<file path="config.mk">
export PLATFORM = sky130hd
export DESIGN_NAME = smr_regs
export DESIGN_NICKNAME = d
export VERILOG_FILES = /design/src/pkg/smr_pkg.sv /design/src/design/smr_line_ctl.sv /design/src/design/smr_regs.sv
export SDC_FILE = /design/constraint.sdc
export NUM_CORES = 1
export LEC_CHECK = 0
export ABC_AREA = 1
export BUFFER_PORTS_ARGS = -buffer_cell sky130_fd_sc_hd__buf_2
export CORE_UTILIZATION = 30
export CTS_BUF_LIST = sky130_fd_sc_hd__clkbuf_4
export DETAILED_ROUTE_END_ITERATION = 16
export GPL_TIMING_DRIVEN = 0
export PLACE_DENSITY = 0.58
export SETUP_SLACK_MARGIN = 0.4
export SYNTH_ARGS = -nofsm -noshare
export SYNTH_HDL_FRONTEND = slang
export SYNTH_SLANG_ARGS = --single-unit
</file>
<file path="constraint.sdc">
create_clock -name SYS_CLK -period 4.4 [get_ports SYS_CLK]
set_input_delay 0.22 -clock SYS_CLK [delete_from_list [all_inputs] [get_ports SYS_CLK]]
set_output_delay 0.22 -clock SYS_CLK [all_outputs]
set_load 0.01 [all_outputs]
</file>
<file path="src/pkg/smr_pkg.sv">
// Constants shared by the scan master status and setup register bank
package smr_pkg;

    // ------------------------------------------------------------------
    // Host port geometry and register offsets
    // ------------------------------------------------------------------
    localparam int          ADDR_W     = 4;         // Host address width
    localparam int          DATA_W     = 16;        // Host data width
    localparam int          CNT_W      = 12;        // Buffer word count width
    localparam logic [3:0]  OFF_STATUS = 4'h3;      // interrupt_status
    localparam logic [3:0]  OFF_SETUP  = 4'h4;      // setup_control

    // ------------------------------------------------------------------
    // interrupt_status fields
    // ------------------------------------------------------------------
    localparam int           ST_SO_HALF  = 12;       // Scan-out half empty
    localparam int           ST_SO_EMPTY = 11;       // Scan-out empty
    localparam int           ST_SI_FULL  = 10;       // Scan-in full
    localparam int           ST_SI_HALF  = 9;        // Scan-in half full
    localparam int           ST_SEQ      = 8;        // Sequencer complete
    localparam int           ST_VEC_HI   = 2;        // Vector number msb
    localparam logic [15:0]  ST_RESET    = 16'h0800; // Empty flag set
    localparam logic [15:0]  ST_WR_MASK  = 16'h1F07; // Writable bits
    localparam logic [2:0]   VEC_NONE    = 3'h0;     // No vector done
    localparam logic [2:0]   VEC_MAX     = 3'h4;     // Highest legal vector

    // ------------------------------------------------------------------
    // setup_control fields
    // ------------------------------------------------------------------
    localparam int           SU_WIDTH    = 15;       // Interface width mode
    localparam int           SU_SOCTL_HI = 11;       // Scan-out control
    localparam int           SU_SOCTL_LO = 10;
    localparam int           SU_SYNC_HI  = 9;        // Sync bit length
    localparam int           SU_SYNC_LO  = 7;
    localparam int           SU_DEFVAL   = 6;        // Default scan-out value
    localparam int           SU_DEBUG    = 5;        // Debug mode
    localparam int           SU_BRIDGE   = 4;        // Bridge support
    localparam int           SU_TRST     = 3;        // Test reset
    localparam int           SU_SOFT     = 2;        // Soft reset
    localparam int           SU_LOOP_HI  = 1;        // Loop-back mode
    localparam int           SU_LOOP_LO  = 0;
    localparam logic [15:0]  SU_RESET    = 16'h0043; // Default 1, safe mode
    localparam logic [15:0]  SU_WR_MASK  = 16'h8FFB; // Stored writable bits

    // ------------------------------------------------------------------
    // Codes, thresholds and counts
    // ------------------------------------------------------------------
    localparam logic [1:0]        LOOP_SO     = 2'h1;    // Out to in
    localparam logic [1:0]        LOOP_MS     = 2'h2;    // Mode-select to in
    localparam logic [1:0]        LOOP_SAFE   = 2'h3;    // Safe mode
    localparam logic [1:0]        SOCTL_HOLD  = 2'h0;    // Hold last value
    localparam logic [1:0]        SOCTL_HIZ   = 2'h3;    // Release the line
    localparam logic [CNT_W-1:0]  HALF_WORDS  = 12'h038; // 56 long words
    localparam logic [CNT_W-1:0]  DEPTH_WORDS = 12'h800; // Buffer capacity
    localparam logic [1:0]        SOFT_RST_CYC = 2'h2;   // Soft reset length

endpackage

</file>
<file path="src/design/smr_line_ctl.sv">
// Scan line steering: loop-back, safe mode, test reset and scan-out drive
`timescale 1ns/1ps
`default_nettype none

module smr_line_ctl (
    input  wire logic        clk,
    input  wire logic        rst_n,
    input  wire logic [1:0]  loop_mode,        // Loop-back code
    input  wire logic [1:0]  so_ctrl,          // Scan-out line control
    input  wire logic        default_val,      // Default scan-out value
    input  wire logic        trst,             // Test reset request
    input  wire logic        eng_shift,        // Engine is shifting data
    input  wire logic        eng_macro,        // Self-test or state macro
    input  wire logic        eng_scan_out,     // Engine scan-out data
    input  wire logic        eng_mode_select,  // Engine mode-select
    input  wire logic        eng_test_clock,   // Engine test clock
    input  wire logic        scan_in_pin,      // Raw scan-in pin
    output logic             scan_in_eng,      // Scan-in to the engine
    output logic             scan_out_line,
    output logic             scan_out_oe,
    output logic             scan_mode_select_line,
    output logic             scan_test_clock_line,
    output logic             test_reset_out_a_n,
    output logic             test_reset_out_b_n
);
    import smr_pkg::*;

    // ------------------------------------------------------------------
    // Pin synchroniser and next-value decode
    // ------------------------------------------------------------------
    logic  si_meta;                       // First stage, read by si_sync only
    logic  si_sync;                       // Safe copy of the scan-in pin
    wire   safe      = (loop_mode == LOOP_SAFE);
    wire   drive_def = (so_ctrl != SOCTL_HOLD) && (so_ctrl != SOCTL_HIZ);
    wire   so_next   = eng_macro ? default_val :
                       eng_shift ? eng_scan_out :
                       drive_def ? default_val : scan_out_line;
    wire   oe_next   = !safe && (so_ctrl != SOCTL_HIZ);
    wire   ms_next   = safe ? 1'b1 : eng_mode_select;
    wire   tck_next  = safe ? 1'b0 : eng_test_clock;
    wire   rst_low   = safe || trst;
    wire   si_next   = (loop_mode == LOOP_SO) ? scan_out_line :
                       (loop_mode == LOOP_MS) ? scan_mode_select_line :
                       si_sync;

    // Two-stage synchroniser for the scan-in pin
    always_ff @(posedge clk or negedge rst_n) begin
        if (!rst_n) begin
            si_meta <= 1'b0;
            si_sync <= 1'b0;
        end else begin
            si_meta <= scan_in_pin;
            si_sync <= si_meta;
        end
    end

    // Registered line outputs; reset leaves the lines in safe mode
    always_ff @(posedge clk or negedge rst_n) begin
        if (!rst_n) begin
            scan_in_eng           <= 1'b0;
            scan_out_line         <= 1'b1;
            scan_out_oe           <= 1'b0;
            scan_mode_select_line <= 1'b1;
            scan_test_clock_line  <= 1'b0;
            test_reset_out_a_n    <= 1'b0;
            test_reset_out_b_n    <= 1'b0;
        end else begin
            scan_in_eng           <= si_next;
            scan_out_line         <= so_next;
            scan_out_oe           <= oe_next;
            scan_mode_select_line <= ms_next;
            scan_test_clock_line  <= tck_next;
            test_reset_out_a_n    <= !rst_low;
            test_reset_out_b_n    <= !rst_low;
        end
    end
endmodule

`default_nettype wire

</file>
<file path="src/design/smr_regs.sv">
// Status and setup register bank of the scan test master, host side
`timescale 1ns/1ps
`default_nettype none

module smr_regs (
    input  wire logic                        SYS_CLK,
    input  wire logic                        ARST_N,
    input  wire logic                        HOST_CS_N,
    input  wire logic                        HOST_RD_N,
    input  wire logic                        HOST_WR_N,
    input  wire logic [smr_pkg::ADDR_W-1:0]  HOST_ADDR,
    input  wire logic [smr_pkg::DATA_W-1:0]  HOST_DATA_IN,
    output logic      [smr_pkg::DATA_W-1:0]  HOST_DATA_OUT,
    output logic                             HOST_DATA_OE,
    input  wire logic [smr_pkg::DATA_W-1:0]  INT_ENABLE,
    input  wire logic [smr_pkg::CNT_W-1:0]   SO_WORD_COUNT,
    input  wire logic [smr_pkg::CNT_W-1:0]   SI_WORD_COUNT,
    input  wire logic                        SEQ_START,
    input  wire logic                        SEQ_DONE,
    input  wire logic                        VEC_DONE,
    input  wire logic [2:0]                  VEC_NUM,
    input  wire logic                        ENG_SHIFT,
    input  wire logic                        ENG_MACRO,
    input  wire logic                        ENG_SCAN_OUT,
    input  wire logic                        ENG_MODE_SELECT,
    input  wire logic                        ENG_TEST_CLOCK,
    input  wire logic                        SCAN_IN_LINE,
    output logic                             IRQ,
    output logic                             WIDTH_MODE,
    output logic      [2:0]                  SYNC_BIT_LENGTH,
    output logic                             BRIDGE_SUPPORT,
    output logic                             DEBUG_MODE,
    output logic                             SSI_RESET,
    output logic                             SCAN_IN_TO_ENGINE,
    output logic                             SCAN_OUT_LINE,
    output logic                             SCAN_OUT_LINE_OE,
    output logic                             SCAN_MODE_SELECT_LINE,
    output logic                             SCAN_TEST_CLOCK_LINE,
    output logic                             TEST_RESET_OUT_A_N,
    output logic                             TEST_RESET_OUT_B_N
);
    import smr_pkg::*;

    localparam int PIN_W = 3 + ADDR_W + DATA_W;  // Host pins synchronised

    // Address match, used for both read and write decode
    function automatic logic hit(input logic [ADDR_W-1:0] a,
                                 input logic [ADDR_W-1:0] off);
        hit = (a == off);
    endfunction

    // ------------------------------------------------------------------
    // Reset release and host pin synchronisers
    // ------------------------------------------------------------------
    logic              rst_meta;                 // Reset release stage 1
    logic              rst_n;                    // Released reset copy
    logic [PIN_W-1:0]  pin_meta;                 // Pin stage 1
    logic [PIN_W-1:0]  pin_sync;                 // Pin stage 2
    logic              wr_prev_reg;              // Write strobe last cycle

    // Reset released through two flip-flops
    always_ff @(posedge SYS_CLK or negedge ARST_N) begin
        if (!ARST_N) begin
            rst_meta <= 1'b0;
            rst_n    <= 1'b0;
        end else begin
            rst_meta <= 1'b1;
            rst_n    <= rst_meta;
        end
    end

    // Host pins pass two flip-flops before any decode
    always_ff @(posedge SYS_CLK or negedge rst_n) begin
        if (!rst_n) begin
            pin_meta <= {3'h7, {(ADDR_W+DATA_W){1'b0}}};
            pin_sync <= {3'h7, {(ADDR_W+DATA_W){1'b0}}};
        end else begin
            pin_meta <= {HOST_CS_N, HOST_RD_N, HOST_WR_N,
                         HOST_ADDR, HOST_DATA_IN};
            pin_sync <= pin_meta;
        end
    end

    // ------------------------------------------------------------------
    // Host access decode
    // ------------------------------------------------------------------
    wire              cs_s      = !pin_sync[PIN_W-1];
    wire              rd_s      = !pin_sync[PIN_W-2];
    wire              wr_s      = !pin_sync[PIN_W-3];
    wire [ADDR_W-1:0] addr_s    = pin_sync[DATA_W +: ADDR_W];
    wire [DATA_W-1:0] wdata     = pin_sync[DATA_W-1:0];
    wire              wr_act    = cs_s && wr_s;
    wire              wr_take   = wr_act && !wr_prev_reg;  // Once per strobe
    wire              rd_act    = cs_s && rd_s;
    wire              wr_status = wr_take && hit(addr_s, OFF_STATUS);
    wire              wr_setup  = wr_take && hit(addr_s, OFF_SETUP);

    // ------------------------------------------------------------------
    // Registers and hardware status decode
    // ------------------------------------------------------------------
    logic [DATA_W-1:0] status_reg;     // interrupt_status contents
    logic [DATA_W-1:0] setup_reg;      // setup_control, soft bit held apart
    logic [1:0]        soft_cnt_reg;   // Soft reset cycles left

    wire        debug    = setup_reg[SU_DEBUG];
    wire [2:0]  vec_cur  = status_reg[ST_VEC_HI:0];
    wire        so_empty = (SO_WORD_COUNT == {CNT_W{1'b0}});
    wire        so_half  = (SO_WORD_COUNT <= HALF_WORDS);
    wire        si_full  = (SI_WORD_COUNT >= DEPTH_WORDS);
    wire        si_half  = (SI_WORD_COUNT >= HALF_WORDS);
    // Sequencer flag: done sets, start clears, set wins
    wire        seq_hw   = SEQ_DONE || (status_reg[ST_SEQ] && !SEQ_START);
    wire        vec_ok   = VEC_DONE && (VEC_NUM != VEC_NONE)
                           && (VEC_NUM <= VEC_MAX);
    wire        vec_lock = SEQ_DONE || status_reg[ST_SEQ];
    wire [2:0]  vec_hw   = vec_lock  ? vec_cur :
                           vec_ok    ? VEC_NUM :
                           SEQ_START ? VEC_NONE : vec_cur;
    wire [DATA_W-1:0] status_hw = {3'h0, so_half, so_empty, si_full,
                                   si_half, seq_hw, 5'h00, vec_hw};
    // Debug freezes hardware updates and opens the register to writes
    wire [DATA_W-1:0] status_next =
        !debug    ? status_hw :
        wr_status ? (wdata & ST_WR_MASK) : status_reg;
    wire [DATA_W-1:0] setup_next =
        wr_setup ? (wdata & SU_WR_MASK) : setup_reg;
    wire [1:0]  soft_next =
        (wr_setup && wdata[SU_SOFT]) ? SOFT_RST_CYC :
        (soft_cnt_reg != 2'h0) ? soft_cnt_reg - 2'h1 : 2'h0;
    wire        ssi_rst_next = (soft_next != 2'h0)
                               || setup_next[SU_TRST];
    wire [DATA_W-1:0] setup_rd = setup_reg
        | {{(DATA_W-SU_SOFT-1){1'b0}}, (soft_cnt_reg != 2'h0),
           {SU_SOFT{1'b0}}};
    wire [DATA_W-1:0] rdata =
        hit(addr_s, OFF_STATUS) ? status_reg :
        hit(addr_s, OFF_SETUP)  ? setup_rd : {DATA_W{1'b0}};
    wire        vec_irq  = (vec_cur != VEC_NONE)
                           && (vec_cur == INT_ENABLE[ST_VEC_HI:0]);
    wire        irq_next = |(status_reg[ST_SO_HALF:ST_SEQ]
                             & INT_ENABLE[ST_SO_HALF:ST_SEQ])
                           || vec_irq;

    // Register state
    always_ff @(posedge SYS_CLK or negedge rst_n) begin
        if (!rst_n) begin
            wr_prev_reg  <= 1'b0;
            status_reg   <= ST_RESET;
            setup_reg    <= SU_RESET;
            soft_cnt_reg <= 2'h0;
        end else begin
            wr_prev_reg  <= wr_act;
            status_reg   <= status_next;
            setup_reg    <= setup_next;
            soft_cnt_reg <= soft_next;
        end
    end

    // Registered host outputs, reset and interrupt
    always_ff @(posedge SYS_CLK or negedge rst_n) begin
        if (!rst_n) begin
            HOST_DATA_OUT <= {DATA_W{1'b0}};
            HOST_DATA_OE  <= 1'b0;
            IRQ           <= 1'b0;
            SSI_RESET     <= 1'b0;
        end else begin
            HOST_DATA_OUT <= rd_act ? rdata : {DATA_W{1'b0}};
            HOST_DATA_OE  <= rd_act;
            IRQ           <= irq_next;
            SSI_RESET     <= ssi_rst_next;
        end
    end

    // Setup fields straight from the register
    assign WIDTH_MODE      = setup_reg[SU_WIDTH];
    assign SYNC_BIT_LENGTH = setup_reg[SU_SYNC_HI:SU_SYNC_LO];
    assign BRIDGE_SUPPORT  = setup_reg[SU_BRIDGE];
    assign DEBUG_MODE      = setup_reg[SU_DEBUG];

    // ------------------------------------------------------------------
    // Scan line steering
    // ------------------------------------------------------------------
    smr_line_ctl u_line (
        .clk                   (SYS_CLK),
        .rst_n                 (rst_n),
        .loop_mode             (setup_reg[SU_LOOP_HI:SU_LOOP_LO]),
        .so_ctrl               (setup_reg[SU_SOCTL_HI:SU_SOCTL_LO]),
        .default_val           (setup_reg[SU_DEFVAL]),
        .trst                  (setup_reg[SU_TRST]),
        .eng_shift             (ENG_SHIFT),
        .eng_macro             (ENG_MACRO),
        .eng_scan_out          (ENG_SCAN_OUT),
        .eng_mode_select       (ENG_MODE_SELECT),
        .eng_test_clock        (ENG_TEST_CLOCK),
        .scan_in_pin           (SCAN_IN_LINE),
        .scan_in_eng           (SCAN_IN_TO_ENGINE),
        .scan_out_line         (SCAN_OUT_LINE),
        .scan_out_oe           (SCAN_OUT_LINE_OE),
        .scan_mode_select_line (SCAN_MODE_SELECT_LINE),
        .scan_test_clock_line  (SCAN_TEST_CLOCK_LINE),
        .test_reset_out_a_n    (TEST_RESET_OUT_A_N),
        .test_reset_out_b_n    (TEST_RESET_OUT_B_N)
    );
endmodule

`default_nettype wire

</file>
* Yosys cells after proc, flatten, opt, wreduce, memory -nomap -nowiden *
Cells that the tools add are included.

storage, ports and cells
  input port bits = 77
  latch bits = 0
  logic and storage cells = 90
  memories = 0
  memory bits (read-only) = 0
  register bits after elaboration = 106
  bits in writable memories = 0
  output and inout bits = 32

operators by class
  muxes and demuxes = 18
  shifts and indexed selects = 0
  equal/unequal tests = 9
  add/subtract/negate cells = 1
  reductions and logical operators = 34
  order comparisons = 4
  div/mod/pow operators = 0
  bitwise gates (word level) = 2
  $mul = 0

operator list
  cell                                                  count
  two-way mux 16 bit                                    5
  bitwise OR 16 x 3 -> 16 bit                           1
  >= comparator 12 bit, second input constant           1
  >= comparator 12 x 6 -> 1 bit, second input constant  1
  <= comparator 12 x 6 -> 1 bit, second input constant  1
  logical AND 1 bit                                     12
  logical NOT 12 bit                                    1
  nonzero test 3 bit                                    4
  two-way mux 3 bit                                     3
  logical NOT 1 bit                                     7
  two-way mux 1 bit                                     7
  != test 2 bit, second input constant                  3
  nonzero test 2 bit                                    3
  AND 5 bit                                             1
  logical OR 1 bit                                      5
  OR reduction 5 bit                                    1
  equality test 2 bit, second input constant            2
  equality test 4 x 2 -> 1 bit, second input constant   1
  equality test 4 x 3 -> 1 bit, second input constant   1
  two-way mux 2 bit                                     2
  two-way mux 4 bit                                     1
  equality test 3 bit                                   1
  <= comparator 3 bit, second input constant            1
  AND reduction 3 bit                                   1
  other kinds (2)                                       2

* Longest topological paths before layout *
Gate-level depths: netlist (run 1).

  word-level depth = 8
  gate-level depth with buffers = 8
  depth with buffers taken out = 8

* Modules after synthesis *
From an unflattened synthesis (run 1), not the netlist that was laid out.

second synthesis, totals
  cells, all modules = 323
  area total of the unflattened synthesis = 3405.8 µm²

modules (own cells, without submodules)
  module        times used  area each (µm²)  cells an instance  seq. area each (µm²)
  smr_regs      1           3064.2           284                2114.5
  smr_line_ctl  1           341.6            39                 202.7

* Worst setup path after synthesis (run 1) *
OpenSTA, ideal clock, no wires.

  path kind = reg-to-reg
  start = reg pin_sync[20]
  end = reg status_reg[0]
  setup time = 0.117 ns
  cell stages (with the launch flop) = 8
  period minus slack after synthesis = 1.148 ns
  arrival = 1.031 ns
  path slack = 3.252 ns
  data required time = 4.283 ns
  cells stage by stage = dfstp_2 nor3_4 buf_6 nand3_2 nand2_2 nand2_2 nand2_1 nand2_1

on the way
  longest elaborated chain between the ends = 6

ends and longest elaborated chain
  item                                  line             source
  start: declaration                    smr_regs.sv:58   logic [PIN_W-1:0] pin_sync;
  start signal: assignment              smr_regs.sv:76   pin_sync <= {3'h7, {(ADDR_W+DATA_W){1'b0}}};
  start signal: assignment              smr_regs.sv:80   pin_sync <= pin_meta;
  logical NOT 1 bit                     smr_regs.sv:89   wire wr_s = !pin_sync[PIN_W-3];
  logical AND 1 bit                     smr_regs.sv:92   wire wr_act = cs_s && wr_s;
  logical AND 1 bit                     smr_regs.sv:93   wire wr_take = wr_act && !wr_prev_reg;
  logical AND 1 bit                     smr_regs.sv:95   wire wr_status = wr_take && hit(addr_s, OFF_STATUS);
  != test 2 bit (no source line)        n/a
  AND reduction 3 bit (no source line)  n/a
  end signal: assignment                smr_regs.sv:153  status_reg <= status_next;
  end: declaration                      smr_regs.sv:101  logic [DATA_W-1:0] status_reg;

Every way passes these cells.
A chain may end at the register's enable or synchronous reset.

* Worst setup path in the final report (run 1) *
  start = reg u_line.scan_out_line
  end = out SCAN_OUT_LINE

RTL lines
  item                      line                source
  start: declaration        smr_line_ctl.sv:19  output logic scan_out_line,
  start signal: assignment  smr_line_ctl.sv:69  scan_out_line <= so_next;
  end: declaration          smr_regs.sv:35      output logic SCAN_OUT_LINE,

No word-level cell between the ends.

==> results of run 1 <==
==> final cells by class <==
| cell class | count | area (sq um) |
|---|---|---|
| inverters | 29 | 109 |
| flip-flops and latches | 92 | 2320 |
| clock inverters | 3 | 38.8 |
| fillers | 1101 | 6440 |
| clock buffers | 13 | 97.6 |
| plain buffers | 12 | 83.8 |
| well taps | 140 | 175 |
| multi-input cells | 181 | 826 |
| repair buffers | 120 | 753 |
==> kinds of logic after synthesis <==
kind of cell             share of synthesized area, %
buffers and inverters                            5.78
other                                           0.225
AND/OR/NAND/NOR                                  19.0
adder cells (fa/ha/maj)                         0.375
flip-flops                                       69.5
AO/OA/AOI/OAI                                    4.81
XOR/XNOR                                        0.263
==> timing repair <==
item / in CTS / in global routing
endpoints found under the setup margin: 0 / 0
hold endpoints to repair: 27 / 0
hold buffers: 26 / 0
==> per-layer routing <==
metal	wire length [um]	track usage, %	vias to the layer above	part of all wire (%)
li1	-	-	1243	-
met1	3260	17.6	1130	47
met2	3210	20.2	71	46
met3	372	3.81	10	5.3
met4	124	6.16	0	1.8
met5	0	0	-	0
==> Yosys cell counts <==
cell type,n,area [sq um]
nand3b_1,2,15.0
dfrtp_1,80,2000
nor3_4,1,16.3
o31ai_1,1,7.51
conb_1,2,7.51
dfstp_2,12,315
nor2_1,32,120
nand3_2,1,10.0
o21ai_0,13,65.1
buf_4,7,52.6
a21oi_1,15,75.1
nor3_1,5,25.0
xor2_1,1,8.76
inv_1,28,105
nor2_4,1,11.3
nand4_1,5,31.3
or2_2,1,6.26
nand2_1,74,278
o211ai_1,1,7.51
ha_1,1,12.5
inv_2,1,3.75
o21ai_1,1,5.00
nand3_1,19,95.1
buf_2,4,20.0
nand2_2,4,25.0
buf_6,1,11.3
==> report_power, final <==
part	switching [mW]	leakage [nW]	total (mW)	internal, mW
Sequential	0.0640	1.11	1.00	0.939
Combinational	0.150	1.05	0.276	0.125
Clock	0.255	0.0794	0.452	0.197
Total	0.469	2.24	1.73	1.26
==> per-stage QoR <==
stage	std cells	util (%)	area, sq um	hold slack [ns]	setup slack [ns]
after global routing	590	40.6	4400	0.0219	2.89
final	590	40.6	4400	0.0666	3.07
after floorplan	314	-	3340	-0.0756	1.67
after detailed placement	548	37.0	4010	0.00937	3.07
after global placement	547	36.7	3980	0.00526	0.755
after CTS	590	40.6	4400	0.0383	3.04
==> final timing paths <==
path,from,to,cells past startpoint
setup / recovery,u_line.scan_out_line,SCAN_OUT_LINE,1
hold / removal,SO_WORD_COUNT[4],status_reg[11],4
setup reg to reg,pin_sync[18],status_reg[9],8
hold reg to reg,rst_n,pin_meta[6],0
max in group asynchronous,rst_n,pin_sync[20],1
min in group asynchronous,ARST_N,rst_n,2
==> out/metrics.csv, run 1 <==
stage;metric;value;unit
outcome;status;finished, final reports clean;
worst_setup_path;FF-to-FF setup slack;3.09;ns
power_and_ir_drop;Worst IR Drop VDD;0.154;mV
die;Initial Utilization;30.7;%
worst_setup_path;CP Cell Sequence;buf_2;
sta;Final period util;30.1;%
placed_design;DPL Wire Length;4960;um
sta;Fin Clk Skew;0.0181;ns
synthesis;Yosys reg bits;92;
global_route;vias in the first global route;2361;
placed_design;input/output buffers;93;
placed_design;routability cong.;0.750;
synthesis;synth unique cells;26;
die;IO Pins;109;
global_route;initial antenna violation count;0;
power_and_ir_drop;Leak;2.24;nW
worst_setup_path;Arr. time, crit path;1.11;ns
die;placement row count;38;
route;DR vias;2454;
worst_setup_path;Worst setup EP type;output port;
clock_network;# clock sinks;92;
die;Core Area;10800;sq um
die;die area;11500;sq um
sta;fmax;754;MHz
worst_setup_path;Worst Path Buf+Inv;1;
global_route;total track usage;13.3;%
worst_setup_path;Critical Path Fanout Max;3;
cells_and_area;most frequent cells in the layout;buf_2 (97), dfrtp_1 (79), nand2_1 (74);
clock_network;post-CTS sizing;0;
worst_setup_path;Top Family by Delay on Critical Path;flip-flops;
worst_setup_path;WS Path Type;reg -> out;
cells_and_area;nets;523;
sta;Setup-failing EPs final;0;
cells_and_area;most common cell after layout, fill and taps aside;buf_2;
cells_and_area;proportion of layout cells with a drive suffix above 1;31.8;%
sta;setup tns final;0;ns
route;First-pass DRT Iterations;4;
synthesis;Synth Area per Inst;10.6;sq um
route;routed len/inst;11.8;um
clock_network;worst skew pair latency;0.41;ns
synthesis;YS warnings;0;
clock_network;cts bufs inserted;9;
worst_setup_path;Slowest-stage cell, CP;dfstp_2;
sta;Slew Limit Fails;0;
clock_network;Setup Buffers After CTS;0;
sta;Hold Fails Final Rpt;0;
worst_setup_path;Critical Path RT;4.18;ns
global_route;first-pass GRT wire length;11400;um
worst_setup_path;Crit path largest cell delay;0.57;ns
die;die width;107;um
route;ANT nets after route;0;
die;Die Y;107;um
worst_setup_path;Startpoint Class;flop;
clock_network;CTS tree;done;
synthesis;Post-Syn Instances;313;
global_route;GRT overflow;0;
power_and_ir_drop;Power Density;393;nW/um^2
sta;Final min period;1.33;ns
route;Starting DRT DRC Count;114;
route;DRC Markers;0;
route;routed vias/inst;4.16;
cells_and_area;Layout area overhead;32.2;%
synthesis;sequential fraction of the synthesis area;69.5;%
clock_network;clock-pin transition on the worst setup and hold timing paths;0.13;ns
clock_network;maximum root-to-sink buffer count;2;
cells_and_area;largest registers;pin_meta (21), pin_sync (21), HOST_DATA_OUT (14);
global_route;largest net degree at the start of global routing;71;
cells_and_area;Ant. Diodes;0;
sta;RSZ-0062 raised after global routing;false;
clock_network;Clock Tree Root;clkbuf_4;
route;routed wire length;6970;um
flow_run;max cap viols;0;
synthesis;mapped cell area;3330;sq um
power_and_ir_drop;Tot Pwr;1.73;mW
hold_path;Hold Path Class;in -> reg;
clock_network;H-tree depth;3;
Power figures use the tool's default switching activity.
==> run 2: changes to the inputs <==
--- a/config.mk
+++ b/config.mk
@@ -11,7 +11,7 @@
 export CTS_BUF_LIST = sky130_fd_sc_hd__clkbuf_4
 export DETAILED_ROUTE_END_ITERATION = 16
 export GPL_TIMING_DRIVEN = 0
-export PLACE_DENSITY = 0.58
+export PLACE_DENSITY = 0.6
 export SETUP_SLACK_MARGIN = 0.4
 export SYNTH_ARGS = -nofsm -noshare
 export SYNTH_HDL_FRONTEND = slang
==> constraint.sdc (replaced) <==
create_clock -name SYS_CLK -period 1.1 [get_ports SYS_CLK]
set_input_delay 0.055 -clock SYS_CLK [delete_from_list [all_inputs] [get_ports SYS_CLK]]
set_output_delay 0.055 -clock SYS_CLK [all_outputs]
set_load 0.01 [all_outputs]
==> run 2 against run 1 <==
  * The flow now finishes with violations (negative hold slack, negative setup slack)
  * Sequential power rose to 4.0 times the previous value
  * Worst hold slack got worse by 0.13 ns
  * Combinational power rose to 6.2 times the previous value
  * Final cell count rose by 8.6%
  * Sequential cell count did not move
  * Die area did not move
  * Core utilization rose by 8.8 points
  * Largest power group unchanged
==> out/metrics.csv, run 2 (synthesized netlist as in run 1, its figures left out) <==
stage;metric;value;unit;change
cells_and_area;nets;574;;+9.8%
worst_setup_path;Crit path largest cell delay;0.41;ns;-0.16 ns
hold_path;Hold Path Class;in -> reg;;
power_and_ir_drop;clock share of power;24.2;%;-1.9 points
sta;setup tns final;-4.12;ns;-4.12 ns
worst_setup_path;Reg-to-Reg Start;pin_sync[19];;
cells_and_area;Layout area overhead;60.7;%;
clock_network;CTS tree;done;;
worst_setup_path;Critical Path Fanout Max;5;;+2
global_route;total track usage;15.5;%;+2.2 points
power_and_ir_drop;Internal;5.41;mW;+330%
die;Die Y;107;um;unchanged
power_and_ir_drop;Psw;2.14;mW;+360%
global_route;GRT overflow;0;;unchanged
power_and_ir_drop;Tot Pwr;7.54;mW;+340%
sta;Hold Fails Final Rpt;5;;+5
placed_design;DPL Wire Length;5050;um;+1.8%
worst_setup_path;FF-to-FF setup slack;-0.17;ns;-3.26 ns
power_and_ir_drop;Power Density;1410;nW/um^2;+260%
worst_setup_path;WS Path Type;reg -> reg;;
cells_and_area;largest registers;pin_meta (21), pin_sync (21), HOST_DATA_OUT (14);;
outcome;failing checks;negative hold slack, negative setup slack;;
worst_setup_path;Worst R2R End;soft_cnt_reg[0];;
global_route;largest net degree at the start of global routing;46;;-35%
cells_and_area;post-layout utilization of the core;49.4;%;+8.8 points
cells_and_area;Ant. Diodes;0;;unchanged
clock_network;H-tree depth;3;;unchanged
worst_setup_path;Worst Path Buf+Inv;4;;+3
cells_and_area;proportion of layout cells with a drive suffix above 1;47.9;%;+16 points
worst_setup_path;CP Cell Sequence;nor2_2 -> nand3_4 -> inv_8 -> buf_8 -> buf_4 -> nand3_4 -> nand3_2 -> inv_1;;
power_and_ir_drop;switching power share of the total;28.3;%;+1.2 points
placed_design;pre-CTS WS;-0.272;ns;-3.34 ns
placed_design;routability cong.;0.724;;-3.5%
route;First-pass DRT Iterations;4;;unchanged
die;placement row count;38;;unchanged
clock_network;cts bufs inserted;9;;unchanged
power_and_ir_drop;Worst IR Drop VDD;0.687;mV;+350%
hold_path;Worst Hold Depth;5;;+1
clock_network;worst skew pair latency;0.43;ns;+0.02 ns
placed_design;dpl cells;547;;-0.18%
placed_design;input/output buffers;93;;unchanged
sta;worst hold margin;-0.0652;ns;-0.132 ns
route;DRC Markers;0;;unchanged
route;Starting DRT DRC Count;142;;+25%
die;IO Pins;109;;unchanged
route;DR vias;2780;;+13%
worst_setup_path;Critical Path RT;1.43;ns;-2.75 ns
sta;Final min period;1.27;ns;
worst_setup_path;r2r worst-path depth;8;;unchanged
cells_and_area;Layout fillers;1006;;-8.6%
die;Initial Utilization;30.7;%;unchanged
sta;RSZ-0062 raised after global routing;true;;
placed_design;Area after DPL;4010;sq um;about the same
worst_setup_path;Top Family by Delay on Critical Path;simple AND/OR/NAND/NOR gates;;
clock_network;clock-pin transition on the worst setup and hold timing paths;0.14;ns;about the same
sta;fmax;785;MHz;
cells_and_area;most frequent cells in the layout;buf_2 (83), dfrtp_1 (78), nand2_1 (52);;
outcome;status;complete, but fails checks;;
power_and_ir_drop;power share of the combinational group;22.5;%;+6.6 points
sta;Slew Limit Fails;0;;unchanged
die;die width;107;um;unchanged
sta;Final period util;116;%;
global_route;first-pass GRT wire length;13200;um;+16%
die;die area;11500;sq um;unchanged
die;Core Area;10800;sq um;unchanged
cells_and_area;most common cell after layout, fill and taps aside;buf_2;;
cells_and_area;Final Cell Area;5360;sq um;+22%
worst_setup_path;Arr. time, crit path;1.61;ns;+0.50 ns
worst_setup_path;Startpoint Class;flop;;
clock_network;# clock sinks;92;;unchanged
clock_network;Clock Tree Root;clkbuf_4;;
worst_setup_path;Worst path most repeated cell;nand3_4;;
cells_and_area;fin cells;641;;+8.6%
hold_path;Endpoint, Worst Hold;status_reg[9];;
sta;Final WS setup;-0.174;ns;-3.25 ns
sta;Setup-failing EPs final;39;;+39
global_route;initial antenna violation count;0;;unchanged
route;routed wire length;8560;um;+23%
flow_run;max cap viols;0;;unchanged
sta;Fin Clk Skew;0.0205;ns;+0.00246 ns
route;routed vias/inst;4.34;;+4.3%
worst_setup_path;Worst setup EP type;flop;;
global_route;vias in the first global route;2777;;+18%
hold_path;hold path startpoint;SI_WORD_COUNT[6];;
route;ANT nets after route;0;;unchanged
route;routed len/inst;13.3;um;+13%
clock_network;maximum root-to-sink buffer count;2;;unchanged
worst_setup_path;Slowest-stage cell, CP;dfrtp_1;;
power_and_ir_drop;Leak;2.64;nW;+18%
power_and_ir_drop;Flop pwr share;53.3;%;-4.7 points
run 2: cell types whose count changed in the layout (fill, tap and decap cells not counted), sizes merged:
cell / delta
buf: +36
clkbuf: +1
clkinv: -1
clkinvlp: +2
dlygate4sd3: +13
run 2: metal layers:
layer  global-route usage [%]  wire (um)  up-vias  part of all wire, %
li1                         -          -     1346                    -
met1                     18.2       3470     1326                   41
met2                     27.1       4450       91                   52
met3                     4.36        477       17                  5.6
met4                     5.28        157        0                  1.8
met5                        0          0        -                    0
run 2: worst max-delay path by stage:
stage / from / end / slack (ns) / depth (start not counted)
3_5_place_dp: pin_sync[19] / status_reg[9] / -0.27 / 8
5_1_grt: pin_sync[19] / soft_cnt_reg[0] / -0.25 / 8
3_3_place_gp: pin_sync[19] / status_reg[9] / -0.25 / 8
2_1_floorplan: pin_sync[20] / status_reg[0] / -0.05 / 7
4_1_cts: pin_sync[16] / SSI_RESET / -0.13 / 7
6_report: pin_sync[19] / soft_cnt_reg[0] / -0.17 / 8
run 2: timing repair:
action	4_1_cts	5_1_grt
setup endpoints to repair	166	76
pin swaps	16	20
hold buffers	36	3
cloned	1	2
hold endpoints to repair	33	5
setup buffers	32	4
gates resized for setup	65	43
run 2: worst register-to-register path, cell delays in order, from the launching register on:
cell and delay [ns]:
dfrtp_1 0.41, nor2_2 0.16, nand3_4 0.12, inv_8 0.10, buf_8 0.12, buf_4 0.11, nand3_4 0.07, nand3_2 0.06
inv_1 0.04
run 2: power groups by stage:
stage                     Clock, mW  Sequential, mW  Combinational, mW
after floorplan                   0            4.09              0.581
after global placement            0            4.12              0.967
after detailed placement          0            4.13              0.996
after CTS                      1.90            4.00               1.58
after global routing           2.03            4.06               1.88
final                          1.82            4.02               1.70
run 2: area by class of cell:
class	count	area (sq um)	share of cell area, %
sequential	92	2320	43.4
timing repair buffer	171	1360	25.4
multi-input combinational	181	1090	20.4
tap	140	175	3.27
buffer	12	141	2.64
inverter	29	124	2.31
clock buffer	12	90.1	1.68
clock inverter	4	50.0	0.935
==> run 3: changes to the inputs <==
--- a/config.mk
+++ b/config.mk
@@ -11,7 +11,7 @@
 export CTS_BUF_LIST = sky130_fd_sc_hd__clkbuf_4
 export DETAILED_ROUTE_END_ITERATION = 16
 export GPL_TIMING_DRIVEN = 0
-export PLACE_DENSITY = 0.6
+export PLACE_DENSITY = 0.58
 export SETUP_SLACK_MARGIN = 0.4
 export SYNTH_ARGS = -nofsm -noshare
 export SYNTH_HDL_FRONTEND = slang
==> run 3 against run 2 <==
  * The flow still finishes with violations (negative hold slack, negative setup slack)
  * Worst setup slack improved by 0.033 ns
  * Via count shrank 2.4%
  * Cell area shrank 2.7%
  * Clock skew is 0.0079 ns lower
  * Routed wire length decreased by 5.4%
  * Sequential share of layout area increased by 1.2 points
  * Clock power grew 10%
  * Critical path type unchanged
  * Non-clock buffer count shrank 3
==> out/metrics.csv, run 3 (synthesized netlist as in run 1, its figures left out) <==
stage;metric;value;unit;change
global_route;GRT overflow;0;;unchanged
route;routed vias/inst;4.25;;-2.0%
sta;Final min period;1.24;ns;-0.0334 ns
cells_and_area;fin cells;638;;-0.47%
cells_and_area;most common cell after layout, fill and taps aside;buf_2;;
power_and_ir_drop;Worst IR Drop VDD;0.789;mV;+15%
cells_and_area;largest registers;pin_meta (21), pin_sync (21), HOST_DATA_OUT (14);;
die;Die Y;107;um;unchanged
outcome;status;complete, but fails checks;;
die;die area;11500;sq um;unchanged
global_route;total track usage;14.7;%;-0.77 points
sta;Setup-failing EPs final;38;;-2.6%
global_route;vias in the first global route;2637;;-5.0%
die;Initial Utilization;30.7;%;unchanged
power_and_ir_drop;Power Density;1480;nW/um^2;+5.3%
sta;setup tns final;-2.87;ns;+1.25 ns
cells_and_area;most frequent cells in the layout;buf_2 (84), dfrtp_1 (77), nand2_1 (61);;
die;placement row count;38;;unchanged
worst_setup_path;Critical Path Fanout Max;8;;+3
power_and_ir_drop;Leak;2.64;nW;-0.19%
route;ANT nets after route;0;;unchanged
route;routed wire length;8100;um;-5.4%
clock_network;Clock Tree Root;clkbuf_4;;
route;DRC Markers;0;;unchanged
worst_setup_path;Arr. time, crit path;1.59;ns;-0.02 ns
route;DR vias;2712;;-2.4%
clock_network;cts bufs inserted;9;;unchanged
worst_setup_path;Critical Path RT;1.44;ns;about the same
worst_setup_path;Worst setup EP type;flop;;
cells_and_area;Ant. Diodes;0;;unchanged
clock_network;clock-pin transition on the worst setup and hold timing paths;0.13;ns;about the same
hold_path;Hold Path Class;in -> reg;;
sta;Final WS setup;-0.141;ns;+0.0334 ns
worst_setup_path;Slowest-stage cell, CP;dfstp_2;;
power_and_ir_drop;Tot Pwr;7.74;mW;+2.5%
route;First-pass DRT Iterations;4;;unchanged
worst_setup_path;Worst Path Buf+Inv;2;;-2
clock_network;CTS tree;done;;
sta;Hold Fails Final Rpt;3;;-2
die;IO Pins;109;;unchanged
global_route;first-pass GRT wire length;12600;um;-4.9%
sta;Slew Limit Fails;0;;unchanged
cells_and_area;Layout area overhead;56.4;%;
route;routed len/inst;12.7;um;-4.9%
global_route;initial antenna violation count;0;;unchanged
die;die width;107;um;unchanged
sta;Final period util;113;%;-3.0 points
worst_setup_path;Top Family by Delay on Critical Path;flip-flops;;
global_route;largest net degree at the start of global routing;46;;unchanged
clock_network;maximum root-to-sink buffer count;2;;unchanged
clock_network;H-tree depth;3;;unchanged
route;Starting DRT DRC Count;77;;-46%
placed_design;routability cong.;0.780;;+7.8%
sta;Fin Clk Skew;0.0126;ns;-0.00793 ns
placed_design;input/output buffers;93;;unchanged
clock_network;hold buffers post-CTS;33;;-8.3%
cells_and_area;proportion of layout cells with a drive suffix above 1;45.8;%;-2.1 points
worst_setup_path;CP Cell Sequence;nor3_4 -> buf_4 -> nand2_4 -> clkbuf_16 -> a21oi_1;;
placed_design;dpl cells;547;;unchanged
worst_setup_path;WS Path Type;reg -> reg;;
worst_setup_path;Crit path largest cell delay;0.40;ns;about the same
sta;worst hold margin;-0.0385;ns;+0.0267 ns
worst_setup_path;Startpoint Class;flop;;
sta;RSZ-0062 raised after global routing;true;;
cells_and_area;nets;571;;-0.52%
clock_network;# clock sinks;92;;unchanged
die;Core Area;10800;sq um;unchanged
placed_design;DPL Wire Length;4960;um;-1.8%
clock_network;worst skew pair latency;0.41;ns;-0.02 ns
outcome;failing checks;negative hold slack, negative setup slack;;
sta;fmax;806;MHz;+2.7%
flow_run;max cap viols;0;;unchanged
==> run 3: cell count changes in the layout (fill, tap and decap cells not counted), sizes merged <==
cell / delta
inv: -1
bufinv: +1
clkbuf: -2
clkinv: +3
dlygate4sd3: -6
clkinvlp: -2
buf: +4
==> run 3: power by group <==
part / switching, mW / total, mW / internal, mW
sequential: 0.251 / 4.01 / 3.76
combinational: 0.814 / 1.72 / 0.903
clock: 1.04 / 2.01 / 0.969
total: 2.10 / 7.74 / 5.63
==> run 3: worst paths after layout <==
check | start | end | slack (ns) | cells after the start
worst max-delay path | pin_sync[20] | setup_reg[0] | -0.14 | 5
worst min-delay path | SI_WORD_COUNT[6] | status_reg[9] | -0.04 | 5
worst max register to register | pin_sync[20] | setup_reg[0] | -0.14 | 5
worst min register to register | rst_n | setup_reg[8] | 0.32 | 1
max in group asynchronous | ARST_N | rst_n | 0.50 | 3
min in group asynchronous | rst_n | setup_reg[8] | 0.32 | 1
==> run 3: routing by layer <==
layer | part of all wire, % | global-route usage (%) | wire length, um | vias to the layer above
met5 | 0 | 0 | 0 | -
met4 | 0.58 | 4.60 | 47 | 0
met3 | 4.8 | 4.06 | 389 | 4
met2 | 51 | 25.2 | 4150 | 67
met1 | 43 | 18.0 | 3510 | 1302
li1 | - | - | - | 1339
==> run 3: repair_timing <==
| item | in CTS | in global routing |
|---|---|---|
| gates resized for setup | 49 | 33 |
| setup buffers | 31 | 9 |
| gates cloned | 1 | 1 |
| pin swaps | 8 | 18 |
| endpoints found under the hold margin | 32 | 5 |
| setup endpoints to repair | 166 | 76 |
==> run 3: area by class of cell <==
cell class | count | area, sq um
multi-input cells | 181 | 1010
flip-flops and latches | 92 | 2320
inverters | 29 | 119
clock inverters | 5 | 77.6
repair buffers | 168 | 1290
well taps | 140 | 175
fillers | 1008 | 5630
clock buffers | 11 | 82.6
plain buffers | 12 | 133
==> run 3: through the flow <==
stage / hold WS [ns] / worst slack (ns) / cell area (sq um) / utilization [%]
after floorplan: -0.241 / -0.0484 / 3360 / -
after global placement: -0.160 / -0.248 / 4010 / 36.9
after detailed placement: -0.157 / -0.253 / 4010 / 36.9
after CTS: -0.0741 / -0.163 / 4980 / 45.9
after global routing: -0.0589 / -0.248 / 5210 / 48.1
final: -0.0385 / -0.141 / 5210 / 48.1
==> run 3: worst reg2reg max path, delay by kind of cell (launching register included) <==
family	cells	cell delay, ns
DFF	1	0.40
buffers and inverters	2	0.33
and+or+nand+nor	2	0.31
AOI/OAI and AO/OA	1	0.14
